## config.mk

```make
export PLATFORM = sky130hd
export DESIGN_NAME = rcpm_top
export DESIGN_NICKNAME = d
export VERILOG_FILES = /design/src/rcpm_pkg.sv /design/src/rcpm_pin_if.sv /design/src/rcpm_top.sv /design/src/rcpm_sync.sv
export SDC_FILE = /design/constraint.sdc
export NUM_CORES = 1
export LEC_CHECK = 0
export BUFFER_PORTS_ARGS = -buffer_cell sky130_fd_sc_hd__buf_2
export CORE_ASPECT_RATIO = 1.1
export CORE_MARGIN = 1.5
export CORE_UTILIZATION = 31
export DETAILED_ROUTE_END_ITERATION = 7
export PLACE_DENSITY = 0.5
export SYNTH_ARGS = -nofsm -noshare
export SYNTH_HDL_FRONTEND = slang
export SYNTH_HIERARCHICAL = 1
export SYNTH_SLANG_ARGS = --single-unit
```

## constraint.sdc

```tcl
create_clock -name mclk_i -period 4.05 [get_ports mclk_i]
set_input_delay 0.2025 -clock mclk_i [delete_from_list [all_inputs] [get_ports mclk_i]]
set_output_delay 0.2025 -clock mclk_i [all_outputs]
set_load 0.005 [all_outputs]
```

## src/rcpm_pkg.sv

```systemverilog
// constants and types of the radio controller power mode sequencer
package rcpm_pkg;

	// timing
	localparam int MCLK_PERIOD_PS   = 8000;
	localparam int RST_PIN_MIN_MS   = 5;
	localparam int PS_PER_MS        = 1000000000;
	// divide first so the product stays inside a 32-bit int
	localparam int RST_PIN_CYCLES   =
		RST_PIN_MIN_MS * ((PS_PER_MS + MCLK_PERIOD_PS - 1) / MCLK_PERIOD_PS);
	localparam int RST_CNT_W        = 20;

	// synchronised pin positions
	localparam int PIN_W            = 5;
	localparam int PIN_SEL          = 0;
	localparam int PIN_WAKE         = 1;
	localparam int PIN_RST          = 2;
	localparam int PIN_SUPPLY       = 3;
	localparam int PIN_XTAL         = 4;

	// transport select level
	localparam logic SEL_SPI        = 1'b1;
	localparam logic SEL_UART       = 1'b0;

	// sleep clock config argument bit
	localparam int CFG_RC_BIT       = 0;

	typedef enum logic [7:0] {
		RCPM_POR_CHECK    = 8'h01,
		RCPM_XTAL_START   = 8'h02,
		RCPM_IDLE         = 8'h04,
		RCPM_SLEEP        = 8'h08,
		RCPM_OFF          = 8'h10,
		RCPM_RADIO_ACTIVE = 8'h20,
		RCPM_RADIO_SLEEP  = 8'h40,
		RCPM_WAKE         = 8'h80
	} rcpm_state_e;

	typedef enum logic [1:0] {
		RCPM_CMD_OTHER      = 2'h0,
		RCPM_CMD_POWER_SET  = 2'h1,
		RCPM_CMD_SLEEP_CFG  = 2'h2,
		RCPM_CMD_RADIO_ON   = 2'h3
	} rcpm_cmd_e;

	typedef enum logic [1:0] {
		RCPM_PM_IDLE  = 2'h0,
		RCPM_PM_SLEEP = 2'h1,
		RCPM_PM_OFF   = 2'h2
	} rcpm_pm_e;

endpackage

```

## src/rcpm_pin_if.sv

```systemverilog
// raw and synchronised pin bundle between sequencer and synchroniser
`timescale 1ns/1ps
`default_nettype none
interface rcpm_pin_if #(parameter int W = 5);
	logic [W-1:0] raw;
	logic [W-1:0] sync;
	modport sync_side (input raw, output sync);
	modport user      (output raw, input sync);
endinterface
`default_nettype wire

```

## src/rcpm_top.sv

```systemverilog
// power and functional mode sequencer of the radio controller
`timescale 1ns/1ps
`default_nettype none
module rcpm_top #(
	parameter int RST_CYCLES = rcpm_pkg::RST_PIN_CYCLES
) (
	input  wire logic               mclk_i,        // system clock
	input  wire logic               rst_i,         // power-on reset
	input  wire logic               sel_pin_i,     // transport select pin
	input  wire logic               wake_or_chip_select_pin_i, // wake or cs
	input  wire logic               rst_pin_i,     // host reset pin
	input  wire logic               supply_ok_i,   // power check result
	input  wire logic               xtal_ready_i,  // crystal started
	input  wire logic               cmd_valid_i,   // decoded command pulse
	input  wire rcpm_pkg::rcpm_cmd_e cmd_code_i,   // command kind
	input  wire logic [1:0]         cmd_arg_i,     // command argument
	input  wire logic               radio_sleep_i, // firmware: radio idle
	input  wire logic               radio_wake_i,  // firmware: radio due
	input  wire logic               radio_stop_i,  // firmware: link ended
	input  wire logic               role_master_i, // link role is master
	output logic                    cmd_accept_o,  // command taken
	output logic                    cmd_reject_o,  // command refused
	output logic                    cmd_slow_o,    // reduced speed set
	output logic                    idle_event_o,  // idle entered pulse
	output logic                    event_spi_o,   // event via spi
	output logic                    rc_osc_en_o,   // rc oscillator on
	output logic                    xtal_en_o,     // crystal on
	output logic                    clk_xtal_o,    // logic on crystal
	output logic                    supply_low_o,  // logic supply lowered
	output logic                    radio_en_o,    // radio may run
	output logic                    rc_cal_o,      // rc calibration
	output logic                    rst_pad_o,     // reset pad out level
	output logic                    rst_pad_oe_o,  // reset pad drive
	output rcpm_pkg::rcpm_state_e   state_o        // functional state
);
	import rcpm_pkg::*;

	if (RST_CYCLES < 1 || RST_CYCLES >= (1 << RST_CNT_W)) begin : g_chk
		$error("RST_CYCLES out of counter range");
	end

	// ------------------------------------------------------------
	// pin synchronisers
	// ------------------------------------------------------------
	rcpm_pin_if #(.W(PIN_W)) pins ();

	assign pins.raw = {xtal_ready_i, supply_ok_i, rst_pin_i,
		wake_or_chip_select_pin_i, sel_pin_i};

	rcpm_sync #(.W(PIN_W)) u_sync (
		.mclk_i (mclk_i),
		.rst_i  (rst_i),
		.pins   (pins)
	);

	logic spi_s;
	logic wake_s;
	logic rstp_s;
	logic supply_s;
	logic xtal_s;
	assign spi_s    = (pins.sync[PIN_SEL] == SEL_SPI);
	assign wake_s   = pins.sync[PIN_WAKE] && !spi_s;
	assign rstp_s   = pins.sync[PIN_RST];
	assign supply_s = pins.sync[PIN_SUPPLY];
	assign xtal_s   = pins.sync[PIN_XTAL];

	// ------------------------------------------------------------
	// state and registers
	// ------------------------------------------------------------
	rcpm_state_e          state_reg, state_next;
	logic [RST_CNT_W-1:0] rcnt_reg, rcnt_next;
	logic                 por_reg, por_next;
	logic                 rc_cfg_reg, rc_cfg_next;
	logic                 evt_reg, evt_next;
	logic                 evspi_reg, evspi_next;
	logic                 rc_osc_reg, rc_osc_next;
	logic                 xtal_reg, xtal_next;
	logic                 clkx_reg, clkx_next;
	logic                 low_reg, low_next;
	logic                 radio_reg, radio_next;
	logic                 cal_reg, cal_next;
	logic                 acc;
	logic                 rej;
	logic                 restricted;
	logic                 rc_sleep;

	// radio sleep on rc only when configured and not master
	assign rc_sleep = rc_cfg_reg && !role_master_i;

	always_comb begin
		state_next  = state_reg;
		rcnt_next   = rcnt_reg;
		por_next    = por_reg;
		rc_cfg_next = rc_cfg_reg;
		evt_next    = 1'b0;
		evspi_next  = evspi_reg;
		acc         = 1'b0;
		rej         = 1'b0;
		restricted  = 1'b0;
		case (state_reg)
		RCPM_POR_CHECK: begin
			// a crystal ready left over from before a reboot must clear
			if (supply_s && !xtal_s)
				state_next = RCPM_XTAL_START;
		end
		RCPM_XTAL_START, RCPM_WAKE: begin
			if (xtal_s) begin
				state_next = RCPM_IDLE;
				evt_next   = 1'b1;
				evspi_next = spi_s;
				por_next   = 1'b0;
			end
		end
		RCPM_IDLE: begin
			if (cmd_valid_i) begin
				acc = 1'b1;
				if (cmd_code_i == RCPM_CMD_RADIO_ON)
					state_next = RCPM_RADIO_ACTIVE;
				else if (cmd_code_i == RCPM_CMD_POWER_SET &&
						cmd_arg_i == RCPM_PM_SLEEP)
					state_next = RCPM_SLEEP;
				else if (cmd_code_i == RCPM_CMD_POWER_SET &&
						cmd_arg_i == RCPM_PM_OFF)
					state_next = RCPM_OFF;
			end
		end
		RCPM_SLEEP, RCPM_OFF: begin
			restricted = spi_s;
			if (!spi_s) begin
				rej = cmd_valid_i;
				if (wake_s)
					state_next = RCPM_WAKE;
			end else if (cmd_valid_i) begin
				// off wakes into sleep, then tries the command
				if (state_reg == RCPM_OFF)
					state_next = RCPM_SLEEP;
				if (cmd_code_i == RCPM_CMD_RADIO_ON) begin
					rej = 1'b1;
				end else begin
					acc = 1'b1;
					if (cmd_code_i == RCPM_CMD_POWER_SET &&
							cmd_arg_i == RCPM_PM_IDLE)
						state_next = RCPM_WAKE;
					else if (cmd_code_i == RCPM_CMD_POWER_SET &&
							cmd_arg_i == RCPM_PM_OFF)
						state_next = RCPM_OFF;
				end
			end
		end
		RCPM_RADIO_ACTIVE: begin
			acc = cmd_valid_i;
			if (radio_stop_i)
				state_next = RCPM_IDLE;
			else if (radio_sleep_i)
				state_next = RCPM_RADIO_SLEEP;
		end
		RCPM_RADIO_SLEEP: begin
			acc = cmd_valid_i;
			if (radio_stop_i)
				state_next = RCPM_IDLE;
			else if (radio_wake_i)
				state_next = RCPM_RADIO_ACTIVE;
		end
		default: state_next = RCPM_POR_CHECK;
		endcase
		// sleep clock config: rc only accepted under spi
		if (acc && cmd_code_i == RCPM_CMD_SLEEP_CFG) begin
			if (cmd_arg_i[CFG_RC_BIT] && !spi_s) begin
				acc = 1'b0;
				rej = 1'b1;
			end else begin
				rc_cfg_next = cmd_arg_i[CFG_RC_BIT];
			end
		end
		// reset pin held long enough reboots firmware
		if (!rstp_s) begin
			rcnt_next = '0;
		end else if (rcnt_reg == RST_CNT_W'(RST_CYCLES - 1)) begin
			rcnt_next   = '0;
			state_next  = RCPM_POR_CHECK;
			rc_cfg_next = 1'b0;
			evt_next    = 1'b0;
			evspi_next  = evspi_reg;
			por_next    = por_reg;
		end else begin
			rcnt_next = rcnt_reg + RST_CNT_W'(1);
		end
	end

	// oscillators and supply follow the next state
	always_comb begin
		rc_osc_next = 1'b1;
		xtal_next   = 1'b1;
		clkx_next   = 1'b1;
		low_next    = 1'b0;
		radio_next  = 1'b0;
		cal_next    = 1'b0;
		case (state_next)
		RCPM_POR_CHECK: begin
			xtal_next = 1'b0;
			clkx_next = 1'b0;
		end
		RCPM_XTAL_START, RCPM_WAKE: begin
			clkx_next = 1'b0;
		end
		RCPM_SLEEP: begin
			xtal_next = 1'b0;
			clkx_next = 1'b0;
			low_next  = 1'b1;
		end
		RCPM_OFF: begin
			rc_osc_next = 1'b0;
			xtal_next   = 1'b0;
			clkx_next   = 1'b0;
			low_next    = 1'b1;
		end
		RCPM_RADIO_ACTIVE: begin
			radio_next = 1'b1;
			cal_next   = 1'b1;
		end
		RCPM_RADIO_SLEEP: begin
			xtal_next = !rc_sleep;
			clkx_next = !rc_sleep;
			low_next  = rc_sleep;
		end
		default: begin
			rc_osc_next = 1'b1;
		end
		endcase
	end

	always_ff @(posedge mclk_i) begin
		if (rst_i) begin
			state_reg  <= RCPM_POR_CHECK;
			rcnt_reg   <= '0;
			por_reg    <= 1'b1;
			rc_cfg_reg <= 1'b0;
			evt_reg    <= 1'b0;
			evspi_reg  <= 1'b0;
			rc_osc_reg <= 1'b1;
			xtal_reg   <= 1'b0;
			clkx_reg   <= 1'b0;
			low_reg    <= 1'b0;
			radio_reg  <= 1'b0;
			cal_reg    <= 1'b0;
		end else begin
			state_reg  <= state_next;
			rcnt_reg   <= rcnt_next;
			por_reg    <= por_next;
			rc_cfg_reg <= rc_cfg_next;
			evt_reg    <= evt_next;
			evspi_reg  <= evspi_next;
			rc_osc_reg <= rc_osc_next;
			xtal_reg   <= xtal_next;
			clkx_reg   <= clkx_next;
			low_reg    <= low_next;
			radio_reg  <= radio_next;
			cal_reg    <= cal_next;
		end
	end

	// ------------------------------------------------------------
	// outputs
	// ------------------------------------------------------------
	assign cmd_accept_o = acc;
	assign cmd_reject_o = rej;
	assign cmd_slow_o   = restricted;
	assign idle_event_o = evt_reg;
	assign event_spi_o  = evspi_reg;
	assign rc_osc_en_o  = rc_osc_reg;
	assign xtal_en_o    = xtal_reg;
	assign clk_xtal_o   = clkx_reg;
	assign supply_low_o = low_reg;
	assign radio_en_o   = radio_reg;
	assign rc_cal_o     = cal_reg;
	assign rst_pad_o    = 1'b0;
	assign rst_pad_oe_o = por_reg;
	assign state_o      = state_reg;
endmodule
`default_nettype wire

```

## src/rcpm_sync.sv

```systemverilog
// two flip-flop synchroniser for asynchronous pins
`timescale 1ns/1ps
`default_nettype none
module rcpm_sync #(
	parameter int W = 5
) (
	input  wire logic   mclk_i, // system clock
	input  wire logic   rst_i,  // synchronous reset
	rcpm_pin_if.sync_side pins  // raw in, synced out
);
	logic [W-1:0] meta_reg;
	logic [W-1:0] meta_next;
	logic [W-1:0] sync_reg;
	logic [W-1:0] sync_next;

	always_comb begin
		meta_next = pins.raw;
		sync_next = meta_reg;
	end

	always_ff @(posedge mclk_i) begin
		if (rst_i) begin
			meta_reg <= '0;
			sync_reg <= '0;
		end else begin
			meta_reg <= meta_next;
			sync_reg <= sync_next;
		end
	end

	assign pins.sync = sync_reg;
endmodule
`default_nettype wire

```

* Word-level counts from Yosys, hierarchy flattened
Index checks and enable logic that the tools add are counted.
** Operators by class
- Mux-type cells :: 55
- Equal/unequal tests :: 22
- Bitwise gates (word level) :: 1
- $add $sub $neg :: 1
- Reduce and logical (&&, ||, !) cells :: 20
** Operators by type and width (count)
- 8-bit 2-to-1 mux :: 19
- 8-bit case mux with 6 select lines :: 1
- 1-bit 2-to-1 mux :: 31
- 20-bit by 1-bit adder with 20-bit output, second input constant :: 1
- 20-bit == test, second input constant :: 1
- 8-bit by 1-bit == test with 1-bit output, second input constant :: 2
- 8-bit by 2-bit == test with 1-bit output, second input constant :: 2
- 8-bit by 4-bit == test with 1-bit output, second input constant :: 2
- 8-bit by 5-bit == test with 1-bit output, second input constant :: 2
- 8-bit by 6-bit == test with 1-bit output, second input constant :: 2
- 8-bit by 7-bit == test with 1-bit output, second input constant :: 2
- 8-bit == test, second input constant :: 2
- 8-bit by 3-bit == test with 1-bit output, second input constant :: 1
- 1-bit logical AND :: 8
- 2-bit OR reduction :: 4
- 2-bit == test, second input constant :: 3
- 1-bit case mux with 2 select lines :: 3
- 3-bit OR reduction :: 2
- 5-bit OR reduction :: 1
- 2-bit by 1-bit == test with 1-bit output, second input constant :: 2
- 1-bit zero test :: 4
- 1-bit case mux with 3 select lines :: 1
- 2-bit zero test :: 1
- 2-bit != test, second input constant :: 1
- 1-bit NOT :: 1
** Storage, ports and cells
- Logic and storage cells :: 112
- Register bits :: 47

* Logic depth before layout (Yosys ltp)
Gate-level depths: netlist (run 1).
- Depth in word-level cells :: 13
- Depth in mapped cells :: 8

* By module
The synthesis (run 1) kept the hierarchy.
** By module, submodules not included
- rcpm_top :: area an instance 1990.7 um^2, cells an instance 237, seq. area each 740.7 um^2, times used 1
- rcpm_sync :: area an instance 262.8 um^2, cells an instance 20, seq. area each 200.2 um^2, times used 1

* Worst setup path before layout (run 1)
OpenSTA, ideal clock, no wires.
- Path type :: reg2reg
- Start :: register state_reg[4], in the netlist state_o[4]
- End :: register clkx_reg, in the netlist clk_xtal_o
- Data required time :: 3.947 ns
- Data arrival time :: 1.719 ns
- Path buffers :: 1
- Clock period less this slack :: 1.823 ns
- Stages on the path, launching flop included :: 7
- Setup slack :: 2.227 ns
- Path through :: dfxtp_1 -> buf_6 -> xor2_1 -> and3_4 -> or4_4 -> o211a_1 -> a2111oi_2
** Between the ends
- Longest elaborated chain between the ends :: 13
- Elaborated cells on any way between the ends :: 38
** Ends and longest elaborated chain
- start: declaration :: RTL line rcpm_top.sv:70 : rcpm_state_e state_reg, state_next;
- start signal: assignment :: RTL line rcpm_top.sv:247 : state_reg <= state_next;
- 8-bit by 5-bit == test with 1-bit output :: RTL line rcpm_top.sv:100, rcpm_top.sv:135
- 8-bit 2-to-1 mux :: RTL line rcpm_top.sv:135 : if (state_reg == RCPM_OFF)
- 8-bit 2-to-1 mux :: RTL line rcpm_top.sv:144 : else if (cmd_code_i == RCPM_CMD_POWER_SET &&
- 8-bit 2-to-1 mux :: RTL line rcpm_top.sv:141 : if (cmd_code_i == RCPM_CMD_POWER_SET &&
- 8-bit 2-to-1 mux :: RTL line rcpm_top.sv:137 : if (cmd_code_i == RCPM_CMD_RADIO_ON) begin
- 8-bit 2-to-1 mux :: RTL line rcpm_top.sv:133 : end else if (cmd_valid_i) begin
- 8-bit 2-to-1 mux :: RTL line rcpm_top.sv:129 : if (!spi_s) begin
- 8-bit case mux with 6 select lines * :: RTL line rcpm_top.sv:100 : case (state_reg)
- 8-bit 2-to-1 mux :: RTL line rcpm_top.sv:178 : end else if (rcnt_reg == RST_CNT_W'(RST_CYCLES - 1)) begin
- 8-bit 2-to-1 mux * :: RTL line rcpm_top.sv:176 : if (!rstp_s) begin
- 8-bit by 5-bit == test with 1-bit output, or another cell as far along :: RTL line rcpm_top.sv:198 : case (state_next)
- 5-bit OR reduction (no source line)
- 1-bit case mux with 2 select lines * :: RTL line rcpm_top.sv:198
- end signal: assignment :: RTL line rcpm_top.sv:255 : clkx_reg <= clkx_next;
- end: declaration :: RTL line rcpm_top.sv:78 : logic clkx_reg, clkx_next;
Mark *: on every way between the ends. The rest lies on a longest branch, timed or not.
A chain may end at the register's enable or synchronous reset.

* Worst setup path in the final report (run 1)
- Start :: register state_reg[3], in the netlist state_o[3]
- End :: output cmd_reject_o
** Between the ends
- Longest elaborated chain between the ends :: 5
- Elaborated cells on any way between the ends :: 12
** Ends and longest elaborated chain
- 8-bit by 7-bit == test with 1-bit output, or another cell as far along :: RTL line rcpm_top.sv:100
- 2-bit OR reduction (on tied branches)
- 1-bit case mux with 3 select lines or 1-bit 2-to-1 mux (tied branches) :: RTL line rcpm_top.sv:100
- 1-bit logical AND or 1-bit 2-to-1 mux (tied branches) :: RTL line rcpm_top.sv:167, rcpm_top.sv:168
- 1-bit 2-to-1 mux * :: RTL line rcpm_top.sv:167 : if (acc && cmd_code_i == RCPM_CMD_SLEEP_CFG) begin
- end: declaration :: RTL line rcpm_top.sv:22 : output logic cmd_reject_o,
Marks and branches as above.

==> results of run 1 <==
==> cell usage in the layout, fill, tap and decap left out, types with 2 or more instances in the layout <==
cell,Yosys,routed
and3_1,3,3
nor2b_1,15,15
bufinv_16,0,2
nand3_1,13,13
nand2b_1,2,2
nor2_1,38,38
nand4_1,2,2
a2111oi_2,2,2
a31oi_1,2,2
o21ai_1,2,2
clkbuf_8,0,5
nand2_1,24,24
nor4_4,2,2
xor2_1,16,16
a21o_1,2,2
dfxtp_1,47,47
nor4b_1,2,2
and4b_1,2,2
o21ai_0,7,7
or3_1,3,3
buf_2,3,35
o22a_1,2,2
a32oi_1,3,3
o211a_1,2,2
a21oi_1,7,7
xnor2_1,5,5
nor3_1,8,8
inv_1,8,8
and2_1,3,3
==> routing by layer <==
metal | GRT usage (%) | vias to the layer above | share of wire, %
li1 | - | 964 | -
met4 | 4.51 | 0 | 0.76
met1 | 16.9 | 867 | 49
met3 | 3.03 | 2 | 4.5
met2 | 21.2 | 41 | 46
met5 | 0 | - | 0
==> worst max path at each step <==
| stage | from | end | slack [ns] | cells after the start |
|---|---|---|---|---|
| final | state_o[3] | cmd_reject_o | 1.90 | 7 |
| after CTS | state_o[3] | cmd_reject_o | 1.87 | 7 |
| after global routing | rcnt_reg[3] | rcnt_reg[16] | 1.69 | 5 |
| after detailed placement | rcnt_reg[3] | clk_xtal_o | 1.95 | 6 |
| after floorplan | state_o[4] | clk_xtal_o | 2.23 | 6 |
| after global placement | rcnt_reg[3] | clk_xtal_o | 1.95 | 6 |
==> power groups by stage <==
stage	sequential, mW	combinational (mW)	clock (mW)
2_1_floorplan	0.482	0.0274	0
3_5_place_dp	0.484	0.0445	0
6_report	0.473	0.0444	0.403
3_3_place_gp	0.484	0.0447	0
5_1_grt	0.474	0.0496	0.438
4_1_cts	0.473	0.0447	0.419
==> area by class of cell <==
| class | count | area [um^2] |
|---|---|---|
| Sequential cell | 47 | 941 |
| Clock inverter | 3 | 67.6 |
| Fill cell | 742 | 4390 |
| Tap cell | 85 | 106 |
| Inverter | 8 | 30.0 |
| Clock buffer | 5 | 68.8 |
| Multi-Input combinational cell | 194 | 1230 |
| Timing Repair Buffer | 35 | 175 |
==> cell families (layout without fill, tap and decap cells) <==
| logic type | after synthesis | in the layout | share of synthesized area, % |
|---|---|---|---|
| other cells | 1 | 1 | 0.166 |
| buf+inv | 16 | 51 | 3.66 |
| compound gates | 41 | 41 | 13.4 |
| mux | 1 | 1 | 0.444 |
| fa+ha+maj | 1 | 1 | 0.555 |
| flops | 47 | 47 | 41.8 |
| simple gates | 129 | 129 | 31.8 |
| xor+xnor | 21 | 21 | 8.16 |
==> through the flow <==
| step | setup slack (ns) | power [mW] |
|---|---|---|
| floorplan | 2.23 | 0.509 |
| global placement | 1.95 | 0.528 |
| detailed placement | 1.95 | 0.528 |
| CTS | 1.87 | 0.937 |
| global route | 1.69 | 0.961 |
| finish | 1.90 | 0.920 |
==> critical path, cell delays in order, from the launching register on <==
cell      delay (ns)
dfxtp_1         0.41
nor4_4          0.43
nand4b_4        0.19
nand2_2         0.14
a31oi_1         0.09
o22ai_1         0.16
and2_1          0.13
buf_2           0.10
==> impl_metrics.py, run 1 <==
metrics = {
    "timing": {
        "holdWs_ns": 0.117,
        "min_period_over_period_pct": 53.2,
        "slew_viol_final": 0,
        "slew_headroom_pct": 57.7,
        "finalCriticalPeriod_ns": 2.15,
        "setup_viol": 0,
        "finClkSkew_ns": 0.00925,
        "setup_tns_ns": 0,
        "worst_pin_slew_ns": 0.635,
        "clock.fmax_mhz": 464,
        "hold_viol": 0,
        "rsz0062_at_grt": "false",
    },
    "pwr": {
        "p_comb_share_pct": 4.8,
        "p_int_mw": 0.733,
        "power_leakage_nw": 1.01,
        "swShare_pct": 20.3,
        "p_sw_mw": 0.187,
        "clockPowerShare_pct": 43.8,
        "vdd_ir_drop_max_mv": 0.173,
        "cellPowerDensity_nw_per_um2": 351,
        "pwr-share-seq_pct": 51.4,
    },
    "final_layout": {
        "instances_no_fill": 377,
        "area_delta_synth_final_pct": 16.2,
        "antenna_cells": 0,
        "largest_reg_flops": 20,
        "fin_nets": 308,
        "utilization_pct": 37.4,
        "final_area_um2": 2620,
        "drive_gt1_share_pct": 18.2,
    },
    "yosys": {
        "synth_common_cells": "47 x dfxtp_1, 38 x nor2_1, 24 x nand2_1",
        "yosysTopAreaCellShare_pct": 41.8,
        "synth_top_area_cell": "dfxtp_1",
        "yosysWarnings": 6,
        "yosysMostFrequentCell": "dfxtp_1",
        "seq_area_frac_synth_pct": 41.8,
        "yosys.cell_types.count": 57,
        "synth.net_count": 274,
        "synth_edf_count": 0,
        "syn_avg_cell_area_um2": 8.77,
        "syn-cell-area_um2": 2250,
        "ys_ff_latch": 47,
        "syn_inst": 257,
        "async_flop_share_pct": 0,
        "synth_top_flop_cell": "dfxtp_1",
        "synthTopCellsByArea": "dfxtp_1 42%, nor2_1 6.3%, xor2_1 6.2%",
    },
    "worst_setup_path": {
        "path_max_fanout": 7,
        "cp-start-kind": "flip-flop",
        "worstPathArrival_ns": 1.95,
        "crit_type": "flip-flop to primary output",
        "r2r_setup_slack_ns": 1.95,
        "worstPathRequired_ns": 3.85,
        "r2r-end": "clk_xtal_o",
        "crit-reg2reg-launch": "rcnt_reg[3]",
        "end_kind": "primary output",
        "r2r_cells": 6,
    },
    "hold_path": {
        "min_path_type": "primary input to flip-flop",
        "min_to": "u_sync/meta_reg[1]",
        "hold-path-cell-count": 2,
        "hp-start": "wake_or_chip_select_pin_i",
    },
    "placed_design": {
        "portBuffers": 35,
        "place_area_um2": 2480,
        "dp.cells": 369,
        "gp_congestion": 0.784,
        "hpwl_um": 3660,
    },
    "clock_network": {
        "cts_resized": 0,
        "cts_setup_buffers": 0,
        "tritoncts": "built",
        "clockBufferDepth": 2,
        "htreeDepth": 2,
        "cts.sinks": 47,
        "hold_buffers": 0,
        "cts.clk_slew.worst_paths_ns": 0.09,
        "clock_insertion_delay_worst_skew_ns": 0.30,
        "cts_made_buffers": 5,
        "root_buffer": "clkbuf_8",
    },
    "grt": {
        "grt_overflow": 0,
        "grt_pass1_vias": 1750,
        "grt_usage_pct": 13.0,
        "grt_start_max_net_pins": 20,
        "grt_pass1_wl_um": 8240,
        "antenna_found_initial": 0,
    },
    "status": {
        "outcome": "finished, final reports clean",
    },
    "routing": {
        "drt_pass1_iterations": 4,
        "ant_nets": 0,
        "drcViolationCount": 0,
        "wire_per_inst_um": 12.8,
        "initialDrtViolationCount": 106,
        "totalWireLength_um": 4840,
        "viasPerCell": 4.97,
        "vias": 1874,
    },
    "floorplanning": {
        "die_w_um": 84.3,
        "io-pin-count": 37,
        "start_util_pct": 32.2,
        "die-area_um2": 7790,
        "die_y_um": 92.4,
        "core-area_um2": 7010,
        "rows": 32,
    },
    "run": {
        "drv_cap": 0,
    },
}
(Power assumes the default switching activity.)
==> inputs of run 2 (changes only) <==
==> constraint.sdc (replaced) <==
create_clock -name mclk_i -period 2 [get_ports mclk_i]
set_input_delay 0.1 -clock mclk_i [delete_from_list [all_inputs] [get_ports mclk_i]]
set_output_delay 0.1 -clock mclk_i [all_outputs]
set_load 0.005 [all_outputs]
==> run 2 against run 1 <==
Against the previous run:
- routed wire length rose by 1.6%
- sequential power rose by 100%
- critical path depth did not move
- final area rose by 5.2%
- utilization rose by 1.9 points
- power rose by 80%
- clock-buffer cell count rose by 2
- first-iteration DRC count fell by 27%
- largest cell class unchanged
==> impl_metrics.py, run 2 (same netlist as run 1, synthesis figures left out) <==
metrics = {
    "status": {
        "outcome": "finished, final reports clean",
    },
    "worst_setup_path": {
        "r2r_cells": 6,
        "path_max_fanout": 6,
        "cp-startpoint": "state_o[2]",
        "critPathSlowestCell": "dfxtp_2",
        "crit-reg2reg-launch": "state_o[3]",
        "crit_type": "flip-flop to primary output",
        "end_kind": "primary output",
        "critPathMaxStageDelay_ns": 0.36,
        "cp-start-kind": "flip-flop",
        "crit_buf_inv": 1,
        "worstPathArrival_ns": 1.84,
        "crit_path_cell_trace": "nor4_4 > nand4b_4 > nand2_2 > a31oi_1 > o22ai_1 > and2_1 > buf_2",
        "crit_family": "simple AND/OR/NAND/NOR gates",
        "cp.depth": 7,
        "worstPathRequired_ns": 1.90,
    },
    "final_layout": {
        "fin_nets": 326,
        "mostFrequentLayoutCell": "dfxtp_1",
        "layout_common_cells": "41 x dfxtp_1, 38 x nor2_1, 35 x buf_2, 24 x nand2_1",
        "antenna_cells": 0,
        "largest_reg_flops": 20,
        "final_area_um2": 2750,
        "instances_no_fill": 395,
        "drive_gt1_share_pct": 25.8,
        "area_delta_synth_final_pct": 22.2,
    },
    "timing": {
        "setup_tns_ns": 0,
        "finClkSkew_ns": 0.00750,
        "timing.final.ws_setup_ns": 0.0595,
        "finalCriticalPeriod_ns": 1.94,
        "setup_viol": 0,
        "clock.fmax_mhz": 515,
        "rsz0062_at_grt": "true",
        "min_period_over_period_pct": 97.0,
        "hold_viol": 0,
        "slew_viol_final": 0,
    },
    "grt": {
        "grt_usage_pct": 13.2,
        "grt.busiest_layer": "met2",
        "grt_overflow": 0,
        "grt_pass1_vias": 1846,
        "use_met2_pct": 21.4,
        "grt_start_max_net_pins": 20,
        "grt_pass1_wl_um": 8240,
        "use_met1_pct": 16.5,
        "use_met3_pct": 3.48,
        "antenna_found_initial": 0,
    },
    "clock_network": {
        "clockBufferDepth": 2,
        "cts_made_buffers": 5,
        "htreeDepth": 2,
        "cts.clk_slew.worst_paths_ns": 0.09,
        "root_buffer": "clkbuf_8",
        "clock_insertion_delay_worst_skew_ns": 0.30,
        "cts.sinks": 47,
        "tritoncts": "built",
    },
    "routing": {
        "wire_per_inst_um": 12.4,
        "totalWireLength_um": 4910,
        "initialDrtViolationCount": 77,
        "drcViolationCount": 0,
        "viasPerCell": 4.87,
        "vias": 1923,
        "ant_nets": 0,
        "drt_pass1_iterations": 4,
    },
    "hold_path": {
        "hold-path-cell-count": 2,
        "min_path_type": "primary input to flip-flop",
        "hp-start": "rst_pin_i",
    },
    "placed_design": {
        "pre_cts_slack_ns": 0.0325,
        "gp_congestion": 0.886,
        "place_area_um2": 2600,
        "dp.cells": 383,
        "hpwl_um": 3710,
        "portBuffers": 35,
    },
    "floorplanning": {
        "io-pin-count": 37,
        "die_y_um": 92.4,
        "start_util_pct": 32.2,
        "core-area_um2": 7010,
        "die_w_um": 84.3,
        "die-area_um2": 7790,
        "rows": 32,
    },
    "pwr": {
        "clockPowerShare_pct": 35.9,
        "power_leakage_nw": 1.09,
        "swShare_pct": 22.6,
        "p_comb_share_pct": 6.2,
        "p_sw_mw": 0.374,
        "vdd_ir_drop_max_mv": 0.274,
        "pwr-share-seq_pct": 57.9,
        "cellPowerDensity_nw_per_um2": 600,
        "p_int_mw": 1.28,
    },
    "run": {
        "drv_cap": 0,
    },
}
## run 2: routing by layer
metal	part of all wire, %	up-vias
met5	0	-
met4	2.7	0
met3	4.3	10
met2	45	37
met1	48	877
li1	-	999
## run 2: area by class of cell
cell class	instances	area [um^2]
Fill cell	759	4250
Multi-Input combinational cell	194	1250
Sequential cell	47	948
Timing Repair Buffer	53	325
Tap cell	85	106
Clock buffer	7	86.3
Inverter	8	30.0
Clock inverter	1	8.76
## run 2: what timing repair did
action	in CTS	in global routing
pin swaps	1	9
setup buffers	1	2
hold endpoints to repair	1	0
resized for setup	1	10
endpoints found under the setup margin	1	8
hold buffers	1	0
## run 2: worst paths after layout
kind / endpoint / slack [ns]
worst max-delay path: cmd_reject_o / 0.06
worst min register to register: u_sync/pins.sync[0] / 0.44
worst max register to register: clk_xtal_o / 0.08
worst min-delay path: u_sync/meta_reg[2] / 0.006
## run 2: per-stage QoR
| stage | total power [mW] | hold slack (ns) | util [%] |
|---|---|---|---|
| final | 1.65 | 0.00647 | 39.3 |
| after global routing | 1.73 | 0.0120 | 39.3 |
| after CTS | 1.68 | 0.00117 | 38.7 |
| after detailed placement | 1.08 | 0.314 | 37.1 |
| after global placement | 1.08 | 0.317 | 37.1 |
| after floorplan | 1.03 | 0.169 | - |
## run 2: power groups by stage
stage | registers, mW | logic, mW | clock network (mW)
CTS | 0.956 | 0.101 | 0.626
global placement | 0.979 | 0.100 | 0
floorplan | 0.976 | 0.0554 | 0
global route | 0.959 | 0.114 | 0.660
detailed placement | 0.978 | 0.0995 | 0
finish | 0.956 | 0.102 | 0.594
